==> config.mk <==
export PLATFORM = sky130hd
export DESIGN_NAME = cpb_bridge
export DESIGN_NICKNAME = d
export VERILOG_FILES = /design/src/common/cpb_pkg.sv /design/src/design/cpb_clk_gen.sv /design/src/design/cpb_bridge.sv
export SDC_FILE = /design/constraint.sdc
export NUM_CORES = 1
export LEC_CHECK = 0
export BUFFER_PORTS_ARGS = -buffer_cell sky130_fd_sc_hd__buf_2
export CORE_AREA = 3 3 133 96
export DETAILED_ROUTE_END_ITERATION = 8
export DIE_AREA = 0 0 136 99
export GPL_TIMING_DRIVEN = 0
export PLACE_DENSITY = 0.84
export REMOVE_ABC_BUFFERS = 1
export SLEW_MARGIN = 30
export SYNTH_ARGS = -nofsm -noshare
export SYNTH_HDL_FRONTEND = slang
export SYNTH_HIERARCHICAL = 1
export SYNTH_SLANG_ARGS = --single-unit
==> constraint.sdc <==
create_clock -name aclk -period 4.3 [get_ports aclk]
set_input_delay 0.215 -clock aclk [delete_from_list [all_inputs] [get_ports aclk]]
set_output_delay 0.215 -clock aclk [all_outputs]
set_load 0.1 [all_outputs]
==> src/common/cpb_pkg.sv <==
package cpb_pkg;
	// -----------------------------------------------------------------
	// address map
	// -----------------------------------------------------------------
	localparam int AXI_AW = 16;
	localparam int PM_AW = 15;
	localparam int REG_SEL_BIT = 15;
	localparam int REG_OFF_W = 7;
	localparam logic [6:0] CFG_OFF = 7'h00;
	localparam logic [6:0] PEND_OFF = 7'h20;
	// -----------------------------------------------------------------
	// configuration fields
	// -----------------------------------------------------------------
	localparam int STOP_BIT = 31;
	localparam int DEPTH_HI = 30;
	localparam int DEPTH_LO = 29;
	localparam int HALF_BIT = 28;
	localparam int CFG_BYTE = 3;
	localparam logic CFG_STOP_RST = 1'h0;
	localparam logic [1:0] CFG_DEPTH_RST = 2'h0;
	localparam logic CFG_HALF_RST = 1'h1;
	localparam int PEND_SUM_BIT = 7;
	// -----------------------------------------------------------------
	// timing
	// -----------------------------------------------------------------
	localparam logic [2:0] FULL_PHASE_CYC = 3'h2;
	localparam logic [2:0] HALF_PHASE_CYC = 3'h4;
	localparam logic [3:0] LAT_START = 4'h2;
	localparam logic [3:0] NORM_FULL_CYC = 4'h4;
	localparam logic [3:0] NORM_HALF_CYC = 4'h6;
	localparam logic [3:0] DYN_FULL_CYC = 4'h6;
	localparam logic [3:0] DYN_HALF_CYC = 4'hA;
	// -----------------------------------------------------------------
	// bus answers
	// -----------------------------------------------------------------
	localparam logic [1:0] RESP_OKAY = 2'h0;
	localparam logic [1:0] RESP_SLVERR = 2'h2;
	typedef enum logic [1:0] {ST_IDLE, ST_DEC, ST_ACC, ST_RESP} cpb_state_e;
endpackage

==> src/design/cpb_clk_gen.sv <==
`timescale 1ns/1ps
module cpb_clk_gen (
	// clock and reset
	input wire logic aclk,
	input wire logic aresetn,
	// requested mode
	input wire logic stop,
	input wire logic half,
	// peripheral clock enable and the mode in force
	output logic tick_q,
	output logic run_q,
	output logic half_q
);
	// -----------------------------------------------------------------
	// mode and phase
	// -----------------------------------------------------------------
	logic ph_q, ph_d, run_d, half_d, tick_d;

	// new mode is only taken at the end of a period so no pulse is cut short
	always_comb begin
		run_d = run_q;
		half_d = half_q;
		ph_d = ph_q;
		if (half_q && run_q) begin
			ph_d = !ph_q;
		end
		if (!(half_q && run_q) || ph_q) begin
			run_d = !stop;
			half_d = half;
			ph_d = 1'h0;
		end
		tick_d = run_d && (!half_d || ph_d);
	end

	// registers
	always_ff @(posedge aclk) begin
		if (!aresetn) begin
			run_q <= !cpb_pkg::CFG_STOP_RST;
			half_q <= cpb_pkg::CFG_HALF_RST;
			ph_q <= 1'h0;
			tick_q <= 1'h0;
		end else begin
			run_q <= run_d;
			half_q <= half_d;
			ph_q <= ph_d;
			tick_q <= tick_d;
		end
	end

	// -----------------------------------------------------------------
	// checks
	// -----------------------------------------------------------------
	stop_clk_a: assert property (@(posedge aclk) disable iff (!aresetn)
		!run_q |-> !tick_q)
		else $error("peripheral clock ran while stopped");
	full_clk_a: assert property (@(posedge aclk) disable iff (!aresetn)
		run_q && !half_q && $past(run_q && !half_q) |-> tick_q)
		else $error("full speed clock missed a cycle");
	half_clk_a: assert property (@(posedge aclk) disable iff (!aresetn)
		tick_q && half_q |=> (!half_q || !run_q) or (!tick_q ##1 tick_q))
		else $error("half speed clock not alternating");
endmodule

==> src/design/cpb_bridge.sv <==
`timescale 1ns/1ps
module cpb_bridge (
	// clock and soft reset
	input wire logic aclk,
	input wire logic aresetn,
	// axi4-lite write address
	input wire logic [cpb_pkg::AXI_AW-1:0] awaddr,
	input wire logic [2:0] awprot,
	input wire logic awvalid,
	output logic awready,
	// axi4-lite write data
	input wire logic [31:0] wdata,
	input wire logic [3:0] wstrb,
	input wire logic wvalid,
	output logic wready,
	// axi4-lite write response
	output logic [1:0] bresp,
	output logic bvalid,
	input wire logic bready,
	// axi4-lite read address
	input wire logic [cpb_pkg::AXI_AW-1:0] araddr,
	input wire logic [2:0] arprot,
	input wire logic arvalid,
	output logic arready,
	// axi4-lite read data
	output logic [31:0] rdata,
	output logic [1:0] rresp,
	output logic rvalid,
	input wire logic rready,
	// peripheral module bus
	output logic pm_clk_en,
	output logic pm_rst_n_q,
	output logic [cpb_pkg::PM_AW-1:0] pm_addr,
	output logic [31:0] pm_wdata,
	output logic [3:0] pm_be,
	output logic pm_rd,
	output logic pm_wr,
	output logic pm_second,
	input wire logic [31:0] pm_rdata,
	input wire logic pm_port16,
	input wire logic pm_alt_busy,
	// interrupt lines
	input wire logic [7:0] pm_irq,
	output logic [1:0] level_group_select_q,
	output logic [31:0] irq_level_q
);
	// -----------------------------------------------------------------
	// state
	// -----------------------------------------------------------------
	cpb_pkg::cpb_state_e st_q, st_d;
	logic wr_q, wr_d, aw_got_q, aw_got_d, w_got_q, w_got_d;
	logic prv_q, prv_d, dyn_q, dyn_d, hm_q, hm_d;
	logic sec_q, sec_d;
	logic [cpb_pkg::AXI_AW-1:0] addr_q, addr_d;
	logic [31:0] wdat_q, wdat_d, rdat_q, rdat_d;
	logic [3:0] be_q, be_d, lat_q, lat_d;
	logic [2:0] cnt_q, cnt_d;
	logic [1:0] resp_q, resp_d;
	logic stop_q, stop_d, half_q, half_d;
	logic [1:0] depth_q, depth_d, psel_q, psel_d, sel_d;
	logic [31:0] pend_d, pend_view;
	logic aw_hs, w_hs, ar_hs, wr_start, reg_err, clk_run, clk_half;
	logic [6:0] roff;

	// -----------------------------------------------------------------
	// clock generation
	// -----------------------------------------------------------------
	cpb_clk_gen u_clk (
		.aclk(aclk),
		.aresetn(aresetn),
		.stop(stop_q),
		.half(half_q),
		.tick_q(pm_clk_en),
		.run_q(clk_run),
		.half_q(clk_half)
	);

	// -----------------------------------------------------------------
	// cpu side handshakes
	// -----------------------------------------------------------------
	// writes win over reads; one access in flight keeps the bus single-beat
	assign awready = (st_q == cpb_pkg::ST_IDLE) && !aw_got_q;
	assign wready = (st_q == cpb_pkg::ST_IDLE) && !w_got_q;
	assign arready = (st_q == cpb_pkg::ST_IDLE) && !aw_got_q && !w_got_q && !awvalid && !wvalid;
	assign aw_hs = awvalid && awready;
	assign w_hs = wvalid && wready;
	assign ar_hs = arvalid && arready;
	assign wr_start = (aw_got_q || aw_hs) && (w_got_q || w_hs);
	assign bvalid = (st_q == cpb_pkg::ST_RESP) && wr_q;
	assign rvalid = (st_q == cpb_pkg::ST_RESP) && !wr_q;
	assign bresp = resp_q;
	assign rresp = resp_q;
	assign rdata = rdat_q;

	// -----------------------------------------------------------------
	// peripheral bus drive
	// -----------------------------------------------------------------
	// a 16-bit module serves the upper lanes first, then the lower lanes
	assign pm_rd = (st_q == cpb_pkg::ST_ACC) && !wr_q;
	assign pm_wr = (st_q == cpb_pkg::ST_ACC) && wr_q;
	assign pm_second = sec_q;
	assign pm_addr = {addr_q[cpb_pkg::PM_AW-1:2], sec_q, 1'h0};
	assign pm_wdata = wdat_q;
	assign pm_be = be_q;

	// register decode
	assign roff = addr_q[cpb_pkg::REG_OFF_W-1:0];
	always_comb begin
		reg_err = 1'h1;
		if (!prv_q) begin
			reg_err = 1'h1;
		end else if (addr_q[cpb_pkg::REG_SEL_BIT-1:cpb_pkg::REG_OFF_W] != '0) begin
			reg_err = 1'h1;
		end else if (roff[6:2] == cpb_pkg::CFG_OFF[6:2]) begin
			reg_err = 1'h0;
		end else if (roff[6:2] == cpb_pkg::PEND_OFF[6:2]) begin
			reg_err = 1'h0;
		end
	end

	// levels above 7 are also summarised in bit 7 for polling software
	always_comb begin
		pend_view = irq_level_q;
		pend_view[cpb_pkg::PEND_SUM_BIT] = |irq_level_q[31:cpb_pkg::PEND_SUM_BIT];
	end

	// -----------------------------------------------------------------
	// transfer sequencer
	// -----------------------------------------------------------------
	always_comb begin
		st_d = st_q;
		wr_d = wr_q;
		aw_got_d = aw_got_q || aw_hs;
		w_got_d = w_got_q || w_hs;
		prv_d = prv_q;
		addr_d = addr_q;
		wdat_d = wdat_q;
		be_d = be_q;
		rdat_d = rdat_q;
		resp_d = resp_q;
		cnt_d = cnt_q;
		sec_d = sec_q;
		dyn_d = dyn_q;
		hm_d = hm_q;
		stop_d = stop_q;
		depth_d = depth_q;
		half_d = half_q;
		lat_d = lat_q + 4'h1;
		if (aw_hs) begin
			addr_d = awaddr;
			prv_d = awprot[0];
		end
		if (w_hs) begin
			wdat_d = wdata;
			be_d = wstrb;
		end
		case (st_q)
			cpb_pkg::ST_IDLE: begin
				lat_d = cpb_pkg::LAT_START;
				sec_d = 1'h0;
				dyn_d = 1'h0;
				if (wr_start) begin
					st_d = cpb_pkg::ST_DEC;
					wr_d = 1'h1;
				end else if (ar_hs) begin
					st_d = cpb_pkg::ST_DEC;
					wr_d = 1'h0;
					addr_d = araddr;
					prv_d = arprot[0];
					be_d = 4'hF;
				end
			end
			cpb_pkg::ST_DEC: begin
				lat_d = cpb_pkg::LAT_START;
				rdat_d = 32'h0;
				resp_d = cpb_pkg::RESP_OKAY;
				if (addr_q[cpb_pkg::REG_SEL_BIT]) begin
					st_d = cpb_pkg::ST_RESP;
					if (reg_err) begin
						resp_d = cpb_pkg::RESP_SLVERR;
					end else if (roff[6:2] == cpb_pkg::CFG_OFF[6:2]) begin
						rdat_d[cpb_pkg::STOP_BIT] = stop_q;
						rdat_d[cpb_pkg::DEPTH_HI:cpb_pkg::DEPTH_LO] = depth_q;
						rdat_d[cpb_pkg::HALF_BIT] = half_q;
						if (wr_q && be_q[cpb_pkg::CFG_BYTE]) begin
							stop_d = wdat_q[cpb_pkg::STOP_BIT];
							depth_d = wdat_q[cpb_pkg::DEPTH_HI:cpb_pkg::DEPTH_LO];
							half_d = wdat_q[cpb_pkg::HALF_BIT];
						end
					end else begin
						rdat_d = pend_view;
					end
				end else if (!clk_run) begin
					st_d = cpb_pkg::ST_RESP; // stopped bus cannot answer
					resp_d = cpb_pkg::RESP_SLVERR;
				end else if (!pm_alt_busy) begin
					st_d = cpb_pkg::ST_ACC;
					hm_d = clk_half;
					cnt_d = (clk_half ? cpb_pkg::HALF_PHASE_CYC : cpb_pkg::FULL_PHASE_CYC) - 3'h1;
				end
			end
			cpb_pkg::ST_ACC: begin
				cnt_d = cnt_q - 3'h1;
				if (cnt_q == 3'h0) begin
					if (sec_q) begin
						rdat_d[15:0] = pm_rdata[15:0];
						st_d = cpb_pkg::ST_RESP;
					end else if (pm_port16) begin
						rdat_d[31:16] = pm_rdata[31:16];
						sec_d = 1'h1;
						dyn_d = 1'h1;
						cnt_d = (hm_q ? cpb_pkg::HALF_PHASE_CYC : cpb_pkg::FULL_PHASE_CYC) - 3'h1;
					end else begin
						rdat_d = pm_rdata;
						st_d = cpb_pkg::ST_RESP;
					end
				end
			end
			cpb_pkg::ST_RESP: begin
				lat_d = lat_q;
				if ((wr_q && bready) || (!wr_q && rready)) begin
					st_d = cpb_pkg::ST_IDLE;
					aw_got_d = 1'h0;
					w_got_d = 1'h0;
				end
			end
			default: st_d = cpb_pkg::ST_IDLE;
		endcase
	end

	// registers of the sequencer and configuration
	always_ff @(posedge aclk) begin
		if (!aresetn) begin
			st_q <= cpb_pkg::ST_IDLE;
			wr_q <= 1'h0;
			aw_got_q <= 1'h0;
			w_got_q <= 1'h0;
			prv_q <= 1'h0;
			addr_q <= '0;
			wdat_q <= 32'h0;
			be_q <= 4'h0;
			rdat_q <= 32'h0;
			resp_q <= cpb_pkg::RESP_OKAY;
			cnt_q <= 3'h0;
			sec_q <= 1'h0;
			dyn_q <= 1'h0;
			hm_q <= 1'h0;
			lat_q <= 4'h0;
			stop_q <= cpb_pkg::CFG_STOP_RST;
			depth_q <= cpb_pkg::CFG_DEPTH_RST;
			half_q <= cpb_pkg::CFG_HALF_RST;
		end else begin
			st_q <= st_d;
			wr_q <= wr_d;
			aw_got_q <= aw_got_d;
			w_got_q <= w_got_d;
			prv_q <= prv_d;
			addr_q <= addr_d;
			wdat_q <= wdat_d;
			be_q <= be_d;
			rdat_q <= rdat_d;
			resp_q <= resp_d;
			cnt_q <= cnt_d;
			sec_q <= sec_d;
			dyn_q <= dyn_d;
			hm_q <= hm_d;
			lat_q <= lat_d;
			stop_q <= stop_d;
			depth_q <= depth_d;
			half_q <= half_d;
		end
	end

	// -----------------------------------------------------------------
	// interrupt synchroniser
	// -----------------------------------------------------------------
	// lines sampled at a tick carry the group selected one period earlier
	always_comb begin
		sel_d = level_group_select_q;
		psel_d = psel_q;
		pend_d = irq_level_q;
		if (pm_clk_en) begin
			psel_d = level_group_select_q;
			sel_d = (level_group_select_q >= depth_q) ? 2'h0 : level_group_select_q + 2'h1;
		end
		for (int g = 0; g < 4; g++) begin
			if (pm_clk_en && psel_q == 2'(g)) begin
				pend_d[g*8 +: 8] = pm_irq;
			end else if (2'(g) > depth_q) begin
				pend_d[g*8 +: 8] = 8'h0;
			end
		end
	end

	// soft reset also holds the modules and the select code at group 0
	always_ff @(posedge aclk) begin
		if (!aresetn) begin
			level_group_select_q <= 2'h0;
			psel_q <= 2'h0;
			irq_level_q <= 32'h0;
			pm_rst_n_q <= 1'h0;
		end else begin
			level_group_select_q <= sel_d;
			psel_q <= psel_d;
			irq_level_q <= pend_d;
			pm_rst_n_q <= 1'h1;
		end
	end

	// -----------------------------------------------------------------
	// checks
	// -----------------------------------------------------------------
	norm_full_a: assert property (@(posedge aclk) disable iff (!aresetn)
		st_q == cpb_pkg::ST_RESP && $past(st_q) == cpb_pkg::ST_ACC && !dyn_q && !hm_q
		|-> lat_q == cpb_pkg::NORM_FULL_CYC)
		else $error("normal full speed access not 4 clocks");
	norm_half_a: assert property (@(posedge aclk) disable iff (!aresetn)
		st_q == cpb_pkg::ST_RESP && $past(st_q) == cpb_pkg::ST_ACC && !dyn_q && hm_q
		|-> lat_q == cpb_pkg::NORM_HALF_CYC)
		else $error("normal half speed access not 6 clocks");
	dyn_full_a: assert property (@(posedge aclk) disable iff (!aresetn)
		st_q == cpb_pkg::ST_RESP && $past(st_q) == cpb_pkg::ST_ACC && dyn_q && !hm_q
		|-> lat_q == cpb_pkg::DYN_FULL_CYC)
		else $error("dynamic full speed access not 6 clocks");
	dyn_half_a: assert property (@(posedge aclk) disable iff (!aresetn)
		st_q == cpb_pkg::ST_RESP && $past(st_q) == cpb_pkg::ST_ACC && dyn_q && hm_q
		|-> lat_q == cpb_pkg::DYN_HALF_CYC)
		else $error("dynamic half speed access not 10 clocks");
	resv_err_a: assert property (@(posedge aclk) disable iff (!aresetn)
		st_q == cpb_pkg::ST_DEC && addr_q[cpb_pkg::REG_SEL_BIT] && reg_err
		|=> (bvalid || rvalid) && resp_q == cpb_pkg::RESP_SLVERR)
		else $error("reserved location did not return error");
	slave_resp_a: assert property (@(posedge aclk) disable iff (!aresetn)
		(bvalid || rvalid) |-> resp_q == cpb_pkg::RESP_OKAY || resp_q == cpb_pkg::RESP_SLVERR)
		else $error("illegal response code");
	sel_hold_a: assert property (@(posedge aclk) disable iff (!aresetn)
		depth_q == 2'h0 && $past(depth_q) == 2'h0 |-> level_group_select_q == 2'h0)
		else $error("select moved with depth zero");
	sel_step_a: assert property (@(posedge aclk) disable iff (!aresetn)
		pm_clk_en && level_group_select_q < depth_q
		|=> level_group_select_q == $past(level_group_select_q) + 2'h1)
		else $error("group select did not step");
	ack_wait_a: assert property (@(posedge aclk) disable iff (!aresetn)
		st_q == cpb_pkg::ST_ACC && pm_port16 && !sec_q && cnt_q == 3'h0 |=> !bvalid && !rvalid)
		else $error("acknowledge before second half");
endmodule

Yosys cells after proc, flatten, opt, wreduce, memory -nomap -nowiden
Index checks and enable logic that the tools add are counted.
{"block": "totals", "register_bits": 142, "input_bits": 123, "output_inout_bits": 131, "word_cells": 184}
{"block": "op_classes", "addsub": 4, "magnitude_cmp": 5, "n_eq_ne": 16, "muxes": 71, "bitwise_logic": 3, "n_reduce_logical": 57}
{"cell": "16-bit 2-to-1 mux", "n": 7}
{"cell": "32-bit 2-to-1 mux", "n": 3}
{"cell": "8-bit 2-to-1 mux", "n": 8}
{"cell": "32-bit one-hot mux with 2 select lines", "n": 1}
{"cell": "28-bit 2-to-1 mux", "n": 1}
{"cell": "2-bit 2-to-1 mux", "n": 13}
{"cell": "25-bit OR reduction", "n": 1}
{"cell": "3-bit 2-to-1 mux", "n": 8}
{"cell": "1-bit logical AND", "n": 22}
{"cell": "1-bit 2-to-1 mux", "n": 22}
{"cell": "4-bit 2-to-1 mux", "n": 5}
{"cell": "2-bit nonzero test", "n": 7}
{"cell": "5-bit AND reduction", "n": 2}
{"cell": "1-bit logical NOT", "n": 9}
{"cell": "3-bit by 1-bit subtractor with 3-bit output, second input constant", "n": 3}
{"cell": "2-bit equality test, second input constant", "n": 4}
{"cell": "2-bit one-hot mux with 4 select lines", "n": 1}
{"cell": "4-bit AND reduction", "n": 2}
{"cell": "8-bit nonzero test", "n": 1}
{"cell": "2-bit by 1-bit != test with 1-bit output, second input constant", "n": 3}
{"cell": "2-bit != test, second input constant", "n": 3}
{"cell": "3-bit != test, second input constant", "n": 2}
{"cell": "3-bit one-hot mux with 2 select lines", "n": 1}
{"cell": "3-bit AND reduction", "n": 2}
{"cell": "other kinds (14)", "n": 25}

Longest topological paths before layout
Gate-level depths: netlist of the first run.
{"block": "depth", "depth_word": 9, "ltp_mapped": 9, "mapped_depth_nobuf": 7}

By module
The synthesis of the first run kept the hierarchy.
{"module": "cpb_bridge", "instances": 1, "cells_each": 695, "area_per_inst_um2": 5734.2, "seq_area_each_um2": 2702.6}
{"module": "cpb_clk_gen", "instances": 1, "cells_each": 10, "area_per_inst_um2": 126.4, "seq_area_each_um2": 80.1}

Worst setup path after synthesis of the first run
OpenSTA, ideal clock, no wires.
{"block": "synth_timing", "kind": "reg-to-reg", "startpoint": "register st_q[0]", "endpoint": "register wdat_q[16], in the netlist pm_wdata[16]", "setup_ps": 70, "arrival_time_ps": 3031, "required_time_ps": 4230, "slack_ps": 1199, "path_stages_with_launch": 10, "path_buffers": 2, "period_less_slack_ps": 3101, "cell_sequence": "dfxtp_1 inv_1 ha_1 inv_1 nor2_1 and2_1 clkbuf_1 clkbuf_1 nand2_1 a21oi_1"}
{"block": "synth_via", "elab_chain_len": 3}
{"item": "start: declaration", "line_no": "cpb_bridge.sv:50", "rtl": "cpb_pkg::cpb_state_e st_q, st_d;"}
{"item": "start signal: assignment", "line_no": "cpb_bridge.sv:234", "rtl": "st_q <= cpb_pkg::ST_IDLE;"}
{"item": "start signal: assignment", "line_no": "cpb_bridge.sv:253", "rtl": "st_q <= st_d;"}
{"item": "2-bit logical NOT", "line_no": "cpb_bridge.sv:83", "rtl": "assign wready = (st_q == cpb_pkg::ST_IDLE) && !w_got_q;"}
{"item": "1-bit logical AND", "line_no": "cpb_bridge.sv:83"}
{"item": "named net wready", "line_no": "cpb_bridge.sv:15", "rtl": "output logic wready,"}
{"item": "1-bit logical AND", "line_no": "cpb_bridge.sv:86", "rtl": "assign w_hs = wvalid && wready;"}
{"item": "end signal: assignment", "line_no": "cpb_bridge.sv:259", "rtl": "wdat_q <= wdat_d;"}
{"item": "end: declaration", "line_no": "cpb_bridge.sv:55", "rtl": "logic [31:0] wdat_q, wdat_d, rdat_q, rdat_d;"}
The timed path passes the listed nets, and every way through them passes these cells.
A chain may end at the register's enable or synchronous reset.

Worst setup path after layout of the first run
{"block": "layout_timing", "startpoint": "register st_q[0]", "endpoint": "output port awready"}
{"block": "layout_via", "elab_chain_len": 2}
{"item": "2-bit logical NOT", "line_no": "cpb_bridge.sv:82", "rtl": "assign awready = (st_q == cpb_pkg::ST_IDLE) && !aw_got_q;"}
{"item": "1-bit logical AND", "line_no": "cpb_bridge.sv:82"}
{"item": "end: declaration", "line_no": "cpb_bridge.sv:10", "rtl": "output logic awready,"}
Every way passes these cells.

==> results of run 1 <==
==> cells in the final DEF, fill, tap and decap left out, types with 5 or more instances in the layout <==
cell | synthesis | layout
buf_2 | 3 | 242
dfxtp_1 | 139 | 139
nand2_1 | 127 | 125
a21oi_1 | 83 | 83
nor2_1 | 51 | 50
nand3_1 | 46 | 46
o21ai_0 | 42 | 40
mux2i_1 | 18 | 18
clkbuf_16 | 0 | 17
a311oi_1 | 15 | 15
a22oi_1 | 15 | 15
a221oi_1 | 12 | 12
inv_1 | 10 | 10
ha_1 | 9 | 8
nor4_1 | 7 | 7
nand2b_1 | 6 | 6
a31oi_1 | 6 | 6
nand3b_1 | 5 | 5
clkinvlp_4 | 0 | 5
==> worst max-delay path, delay by kind of cell, from the launching register on <==
family / cells / cell delay [ns]
flops: 1 / 0.33
simple gates: 1 / 0.55
fa+ha+maj: 1 / 0.22
buf+inv: 3 / 0.85
==> how the worst min path moves through the flow <==
| stage | startpoint | end | slack [ns] | depth (start not counted) |
|---|---|---|---|---|
| after global routing | wdata[11] | pm_wdata[11] | 0.03 | 3 |
| after floorplan | aresetn | pm_rst_n_q | 0.24 | 0 |
| final | wdata[21] | pm_wdata[21] | 0.05 | 3 |
| after CTS | wdata[21] | pm_wdata[21] | 0.03 | 3 |
| after detailed placement | stop_q | u_clk/run_q | 0.43 | 1 |
| after global placement | stop_q | u_clk/run_q | 0.41 | 1 |
==> cell usage after synthesis, types with 2 or more instances <==
master and instances:
clkbuf_1 35, nor2b_1 4, nor3_2 2, a31oi_1 6, dfxtp_1 139, o21ai_0 42
a221oi_1 12, nand3b_1 5, a311oi_1 15, buf_4 19, a211oi_1 2, nand2b_1 6
and3_1 4, nor3_1 2, nand4b_1 2, nand3_1 46, a21oi_1 83, nor2_1 51
mux2i_1 18, a22oi_1 15, or2_2 4, buf_1 6, o22ai_1 2, and2_1 5
nand4_1 3, inv_1 10, ha_1 9, o211a_1 4, o21a_1 2, nor4_1 7
nand2_1 127, buf_6 2, buf_2 3
==> layer usage <==
layer | part of all wire, % | global-route usage (%) | up-vias
li1 | - | - | 2868
met1 | 46 | 34.7 | 2733
met2 | 45 | 36.8 | 233
met3 | 7.9 | 5.66 | 13
met4 | 0.99 | 6.04 | 0
met5 | 0 | 0 | -
==> metrics by stage <==
stage,area (um2),setup WS [ns],TNS [ns]
floorplan,5530,0.531,0
detailed placement,7050,1.61,0
global route,7660,1.61,0
finish,7660,1.73,0
CTS,7660,1.44,0
global placement,6940,-0.532,-8.22
==> kinds of logic (layout without fill, tap and decap cells) <==
logic type,Yosys count,in the layout,synth area share (%)
AND/OR/NAND/NOR,272,272,21.3
flip-flops,139,139,47.5
adder cells (fa/ha/maj),9,9,1.92
buffers and inverters,76,289,6.40
other,1,3,0.0640
XOR/XNOR,2,2,0.299
multiplexers,18,18,3.07
AO/OA/AOI/OAI,188,188,19.5
==> report_power, final <==
part / total [mW] / switching, mW / internal (mW)
clock: 1.47 / 0.565 / 0.909
sequential: 1.77 / 0.174 / 1.59
combinational: 3.64 / 2.98 / 0.661
==> area by class of cell <==
class / count / area, um2 / share of cell area [%]
clock inverters: 11 / 133 / 1.73
well taps: 157 / 196 / 2.56
inverters: 11 / 43.8 / 0.572
clock buffers: 21 / 470 / 6.14
repair buffers: 246 / 1300 / 16.9
flip-flops and latches: 139 / 2780 / 36.3
multi-input cells: 492 / 2740 / 35.7
==> state kept, by name, indices dropped and copies added (netlist names), 2 cells and up <==
register              cells
level_group_select_q      2
psel_q                    2
addr_q                   14
irq_level_q              32
depth_q                   2
cnt_q                     3
pm_be                     4
pm_wdata                 32
st_q                      2
rdata                    32
==> impl_metrics.toml, run 1 <==
[clocking]
cts_htree_levels = 4
cts_buffer_depth = 2
cts_tree = "yes"
clk_pin_slew_ns = 0.06
cts_hold_buf = 0
cts_buffers = 17
cts.sinks = 139
ctsRootBufferMaster = "clkbuf_16"
cts-resized-gates = 0
post-cts-setup-buffers = 0
clkLatencyLatePin_ns = 0.40

[final_layout]
syn_to_final_growth_pct = 30.7
drive_gt1_share_pct = 32.3
layoutNonFillerInstCount = 1077
n_antenna_cell = 0
fin_util_pct = 65.8
nets = 1039
num-fill-cells = 1013

[synth]
synth_largest_area_cell = "dfxtp_1"
synth-main-ff-cell = "dfxtp_1"
synth.distinct_cells = 46
synth_edf_count = 0
synthCells = 705
ys_seq_area_share_pct = 47.5
netlist_area_mm2 = 0.00586
async_flop_share_pct = 0
synth.area.top_cells = "dfxtp_1 47%, nand2_1 8.1%, a21oi_1 7.1%"
synth.ff_latch_count = 139
yosysWarningCount = 6
synth_top_area_share_pct = 47.5
syn_area_per_cell_um2 = 8.31

[sta]
worst_pin_slew_ns = 0.755
rsz0062_at_grt = "no"
setup_viol = 0
final_hold_viol_count = 0
fin_skew_ns = 0.00940
drv_slew = 0
period_share_pct = 59.7
period_needed_ns = 2.57
slew_headroom_pct = 49.7
hold-worst-slack_ns = 0.0459
fmax_mhz = 390

[placed_design]
gp_congestion = 0.853
port_buffers = 242
detailed_place_hpwl_um = 11900
dpl.cell_count = 1045

[worst_setup_path]
reg2reg_from = "st_q[0]"
regToRegSetupSlack_ns = 1.96
cpMaxStageDelayCell = "nor2_2"
cp-start-kind = "flip-flop"
cp.arrival_ns = 2.35
reg2reg_to = "addr_q[2]"
crit_path_cell_trace = "inv_1, ha_1, inv_1, nor2_2, buf_2"
cp-endpoint = "awready"
crit_top_cell = "inv_1"
cp.required_ns = 4.09
critPathMaxStageDelay_ns = 0.55
worstPathMaxFanout = 17
reg2reg_depth = 7
critPathKind = "reg2out"
cp-end-kind = "output pin"
cp-startpoint = "st_q[0]"

[detailed_routing]
wl_per_cell_um = 15.5
detail_route.iter0.violations = 478
postRouteAntennaNets = 0
drc_errors = 0
drtPass1Iterations = 5
num_vias = 5847
totalWireLength_um = 16700
via_per_inst = 5.43

[floorplanning]
fp.coreArea_mm2 = 0.0116
start_util_pct = 50.3
boundaryPins = 254
num_rows = 33
die_x_um = 136
die_h_um = 99
die-area_mm2 = 0.0135

[grt]
track_usage_pct = 24.2
grt_pass1_vias = 5316
grt_max_degree = 53
grt_pass1_wl_um = 26600
grt_overflow = 0
antenna_found_initial = 0

[flow_run]
cap_violations = 0

[status]
outcome = "finished, final reports clean"

[pwr]
power.leakage_nw = 3.48
power.total_mw = 6.88
irDropWorstVdd_mv = 0.562
power_density_mw_per_mm2 = 898

[min_path]
hold_path.class = "in2reg"
Note: power is estimated with default switching activity, not from simulation.
==> run 2, diff against run 1 <==
--- a/config.mk
+++ b/config.mk
@@ -5,12 +5,13 @@
 export SDC_FILE = /design/constraint.sdc
 export NUM_CORES = 1
 export LEC_CHECK = 0
+export ABC_AREA = 1
 export BUFFER_PORTS_ARGS = -buffer_cell sky130_fd_sc_hd__buf_2
-export CORE_AREA = 3 3 133 96
+export CORE_AREA = 3 3 148 107
 export DETAILED_ROUTE_END_ITERATION = 8
-export DIE_AREA = 0 0 136 99
+export DIE_AREA = 0 0 151 110
 export GPL_TIMING_DRIVEN = 0
-export PLACE_DENSITY = 0.84
+export PLACE_DENSITY = 0.75
 export REMOVE_ABC_BUFFERS = 1
 export SLEW_MARGIN = 30
 export SYNTH_ARGS = -nofsm -noshare
==> constraint.sdc (replaced) <==
create_clock -name aclk -period 2.1 [get_ports aclk]
set_input_delay 0.105 -clock aclk [delete_from_list [all_inputs] [get_ports aclk]]
set_output_delay 0.105 -clock aclk [all_outputs]
set_load 0.1 [all_outputs]
==> run 2 against run 1 <==
  * Hold slack got worse by 0.026 ns
  * Sequential share of layout area decreased by 5.6 points
  * Synthesized cell count is 22% higher
  * Cell count up 27%
  * Die area grew 23%
  * Flip-flop and latch count unchanged
  * Sequential power up 100%
  * Clock skew rose by 0.0013 ns
  * First-iteration DRC count down 8.8%
  * Setup slack got worse by 1.6 ns
  * Routed wire length up 21%
  * Combinational power up 98%
  * Critical endpoint is now pm_rd
  * Largest power group unchanged
  * Highest routed layer unchanged
==> impl_metrics.toml, run 2 <==
[synth]
synth-main-ff-cell = "dfxtp_1"
ys_seq_area_share_pct = 44.1
syn_area_per_cell_um2 = 7.31
synth.distinct_cells = 33
synth_edf_count = 0
netlist_area_mm2 = 0.00631
yosysWarningCount = 6
synth.most_common_cell = "nand2_1"
synth.ff_latch_count = 139
synth_commonest_cells = "204 x nand2_1, 139 x dfxtp_1, 125 x a21oi_1"
synth.area.top_cells = "dfxtp_1 44%, nand2_1 12%, a21oi_1 9.9%"
async_flop_share_pct = 0
synth_top_area_share_pct = 44.1
synthCells = 863
synth_largest_area_cell = "dfxtp_1"

[sta]
fin_skew_ns = 0.0107
fmax_mhz = 499
final_hold_viol_count = 0
drv_slew = 0
worst_pin_slew_ns = 0.765
period_needed_ns = 2.00
period_share_pct = 95.4
tns_ns = 0
fin_ws_ns = 0.0969
slew_headroom_pct = 49.0
setup_viol = 0
rsz0062_at_grt = "yes"

[clocking]
ctsRootBufferMaster = "clkbuf_16"
cts_buffer_depth = 2
clkLatencyLatePin_ns = 0.41
cts_htree_levels = 4
cts.sinks = 139
cts_buffers = 17
cts_tree = "yes"
clk_pin_slew_ns = 0.05

[detailed_routing]
drtPass1Iterations = 5
wl_per_cell_um = 14.9
via_per_inst = 4.95
totalWireLength_um = 20200
detail_route.iter0.violations = 436
num_vias = 6749
drc_errors = 0
postRouteAntennaNets = 0

[placed_design]
gp_congestion = 0.862
dpl.cell_count = 1239
place_ws_ns = -0.444
port_buffers = 242
detailed_place_hpwl_um = 12800

[min_path]
hold_path.class = "in2reg"

[status]
outcome = "finished, final reports clean"

[flow_run]
cap_violations = 0

[worst_setup_path]
crit_buf_inv = 3
worstPathMaxFanout = 13
critPathKind = "reg2out"
crit_top_cell = "inv_1"
crit_family = "buffers and inverters"
cp.required_ns = 2.00
cp-end-kind = "output pin"
cpMaxStageDelayCell = "ha_2"
cp.arrival_ns = 1.90
critPathMaxStageDelay_ns = 0.41
cp-start-kind = "flip-flop"
crit_path_cell_trace = "inv_1, ha_2, inv_1, nor2_1, buf_4"

[final_layout]
final_cell_mix = "237 x buf_2, 203 x nand2_1, 139 x dfxtp_1, 125 x a21oi_1, 95 x inv_1"
layoutNonFillerInstCount = 1363
layout_commonest_cell = "buf_2"
drive_gt1_share_pct = 26.1
syn_to_final_growth_pct = 43.3
nets = 1286

[grt]
grt_overflow = 0
grt_pass1_vias = 6145
grt_max_degree = 77
antenna_found_initial = 0
track_usage_pct = 23.3
grt_pass1_wl_um = 30800

[floorplanning]
fp.coreArea_mm2 = 0.0145
die_h_um = 110
num_rows = 37
die_x_um = 151
die-area_mm2 = 0.0166
boundaryPins = 254
start_util_pct = 43.4

[pwr]
power_density_mw_per_mm2 = 1550
power.leakage_nw = 4.41
irDropWorstVdd_mv = 0.843
power.total_mw = 14.0
run 2: changes by cell type in the layout (fill, tap and decap cells not counted), moves of 10 or more:
cell,before,now
dlygate4sd3_1,0,87
inv_1,10,95
nand2_1,125,203
a21oi_1,83,125
mux2i_1,18,0
o22ai_1,2,18
a22oi_1,15,0
a311oi_1,15,0
nand3_1,46,59
a221oi_1,12,0
o211a_1,4,14
run 2: what timing repair did:
item	CTS	global route
hold endpoints to repair	88	0
gates resized for setup	8	6
setup endpoints to repair	88	46
pin swaps	1	0
cloned	1	0
hold buffers	87	0
setup buffers	3	0
run 2: through the flow:
stage	utilization, %	area, um2	hold WS, ns
2_1_floorplan	-	5930	0.133
3_3_place_gp	50.8	7390	0.350
3_5_place_dp	51.1	7430	0.351
4_1_cts	62.0	9010	0.00419
5_1_grt	62.2	9040	0.0111
6_report	62.2	9040	0.0197
run 2: final timing paths:
| check | start | to | slack (ns) | cells past startpoint |
|---|---|---|---|---|
| max | st_q[0] | pm_rd | 0.1 | 5 |
| min | pm_irq[2] | irq_level_q[18] | 0.02 | 3 |
| max reg2reg | st_q[0] | pm_wdata[17] | 0.16 | 8 |
| min reg2reg | stop_q | u_clk/run_q | 0.44 | 1 |
run 2: final cells by class:
type / instances / area (um2)
fill: 1264 / 5490
multi-input combinational: 561 / 2830
sequential: 139 / 2780
timing repair buffer: 333 / 2150
clock buffer: 20 / 447
inverter: 102 / 395
tap: 195 / 244
clock inverter: 11 / 194
antenna: 2 / 5.00
run 2: where the power goes:
part	switching [mW]	total (mW)	internal [mW]	leakage, nW
Combinational	5.80	7.19	1.39	2.97
Clock	1.14	3.27	2.13	0.298
Sequential	0.337	3.54	3.20	1.14
run 2: kinds of logic (layout without fill, tap and decap cells):
logic type / after synthesis / after routing / synth area share [%]
compound gates: 205 / 205 / 18.1
fa+ha+maj: 9 / 9 / 1.78
buf+inv: 166 / 466 / 12.2
flops: 139 / 139 / 44.1
other cells: 1 / 5 / 0.0594
simple gates: 343 / 344 / 23.8
run 2: metal layers:
metal,global-route usage [%],share of wire [%]
met5,0,0
met4,8.54,2.1
met2,36.2,45
met1,31.5,44
met3,6.01,8.2
run 2: worst register-to-register path, cell delays in order (launching register included):
cell     delay [ns]
dfxtp_1        0.35
inv_1          0.16
ha_2           0.26
inv_2          0.10
nor2_2         0.16
nand2_4        0.28
inv_8          0.32
nand2_1        0.09
a21oi_1        0.15
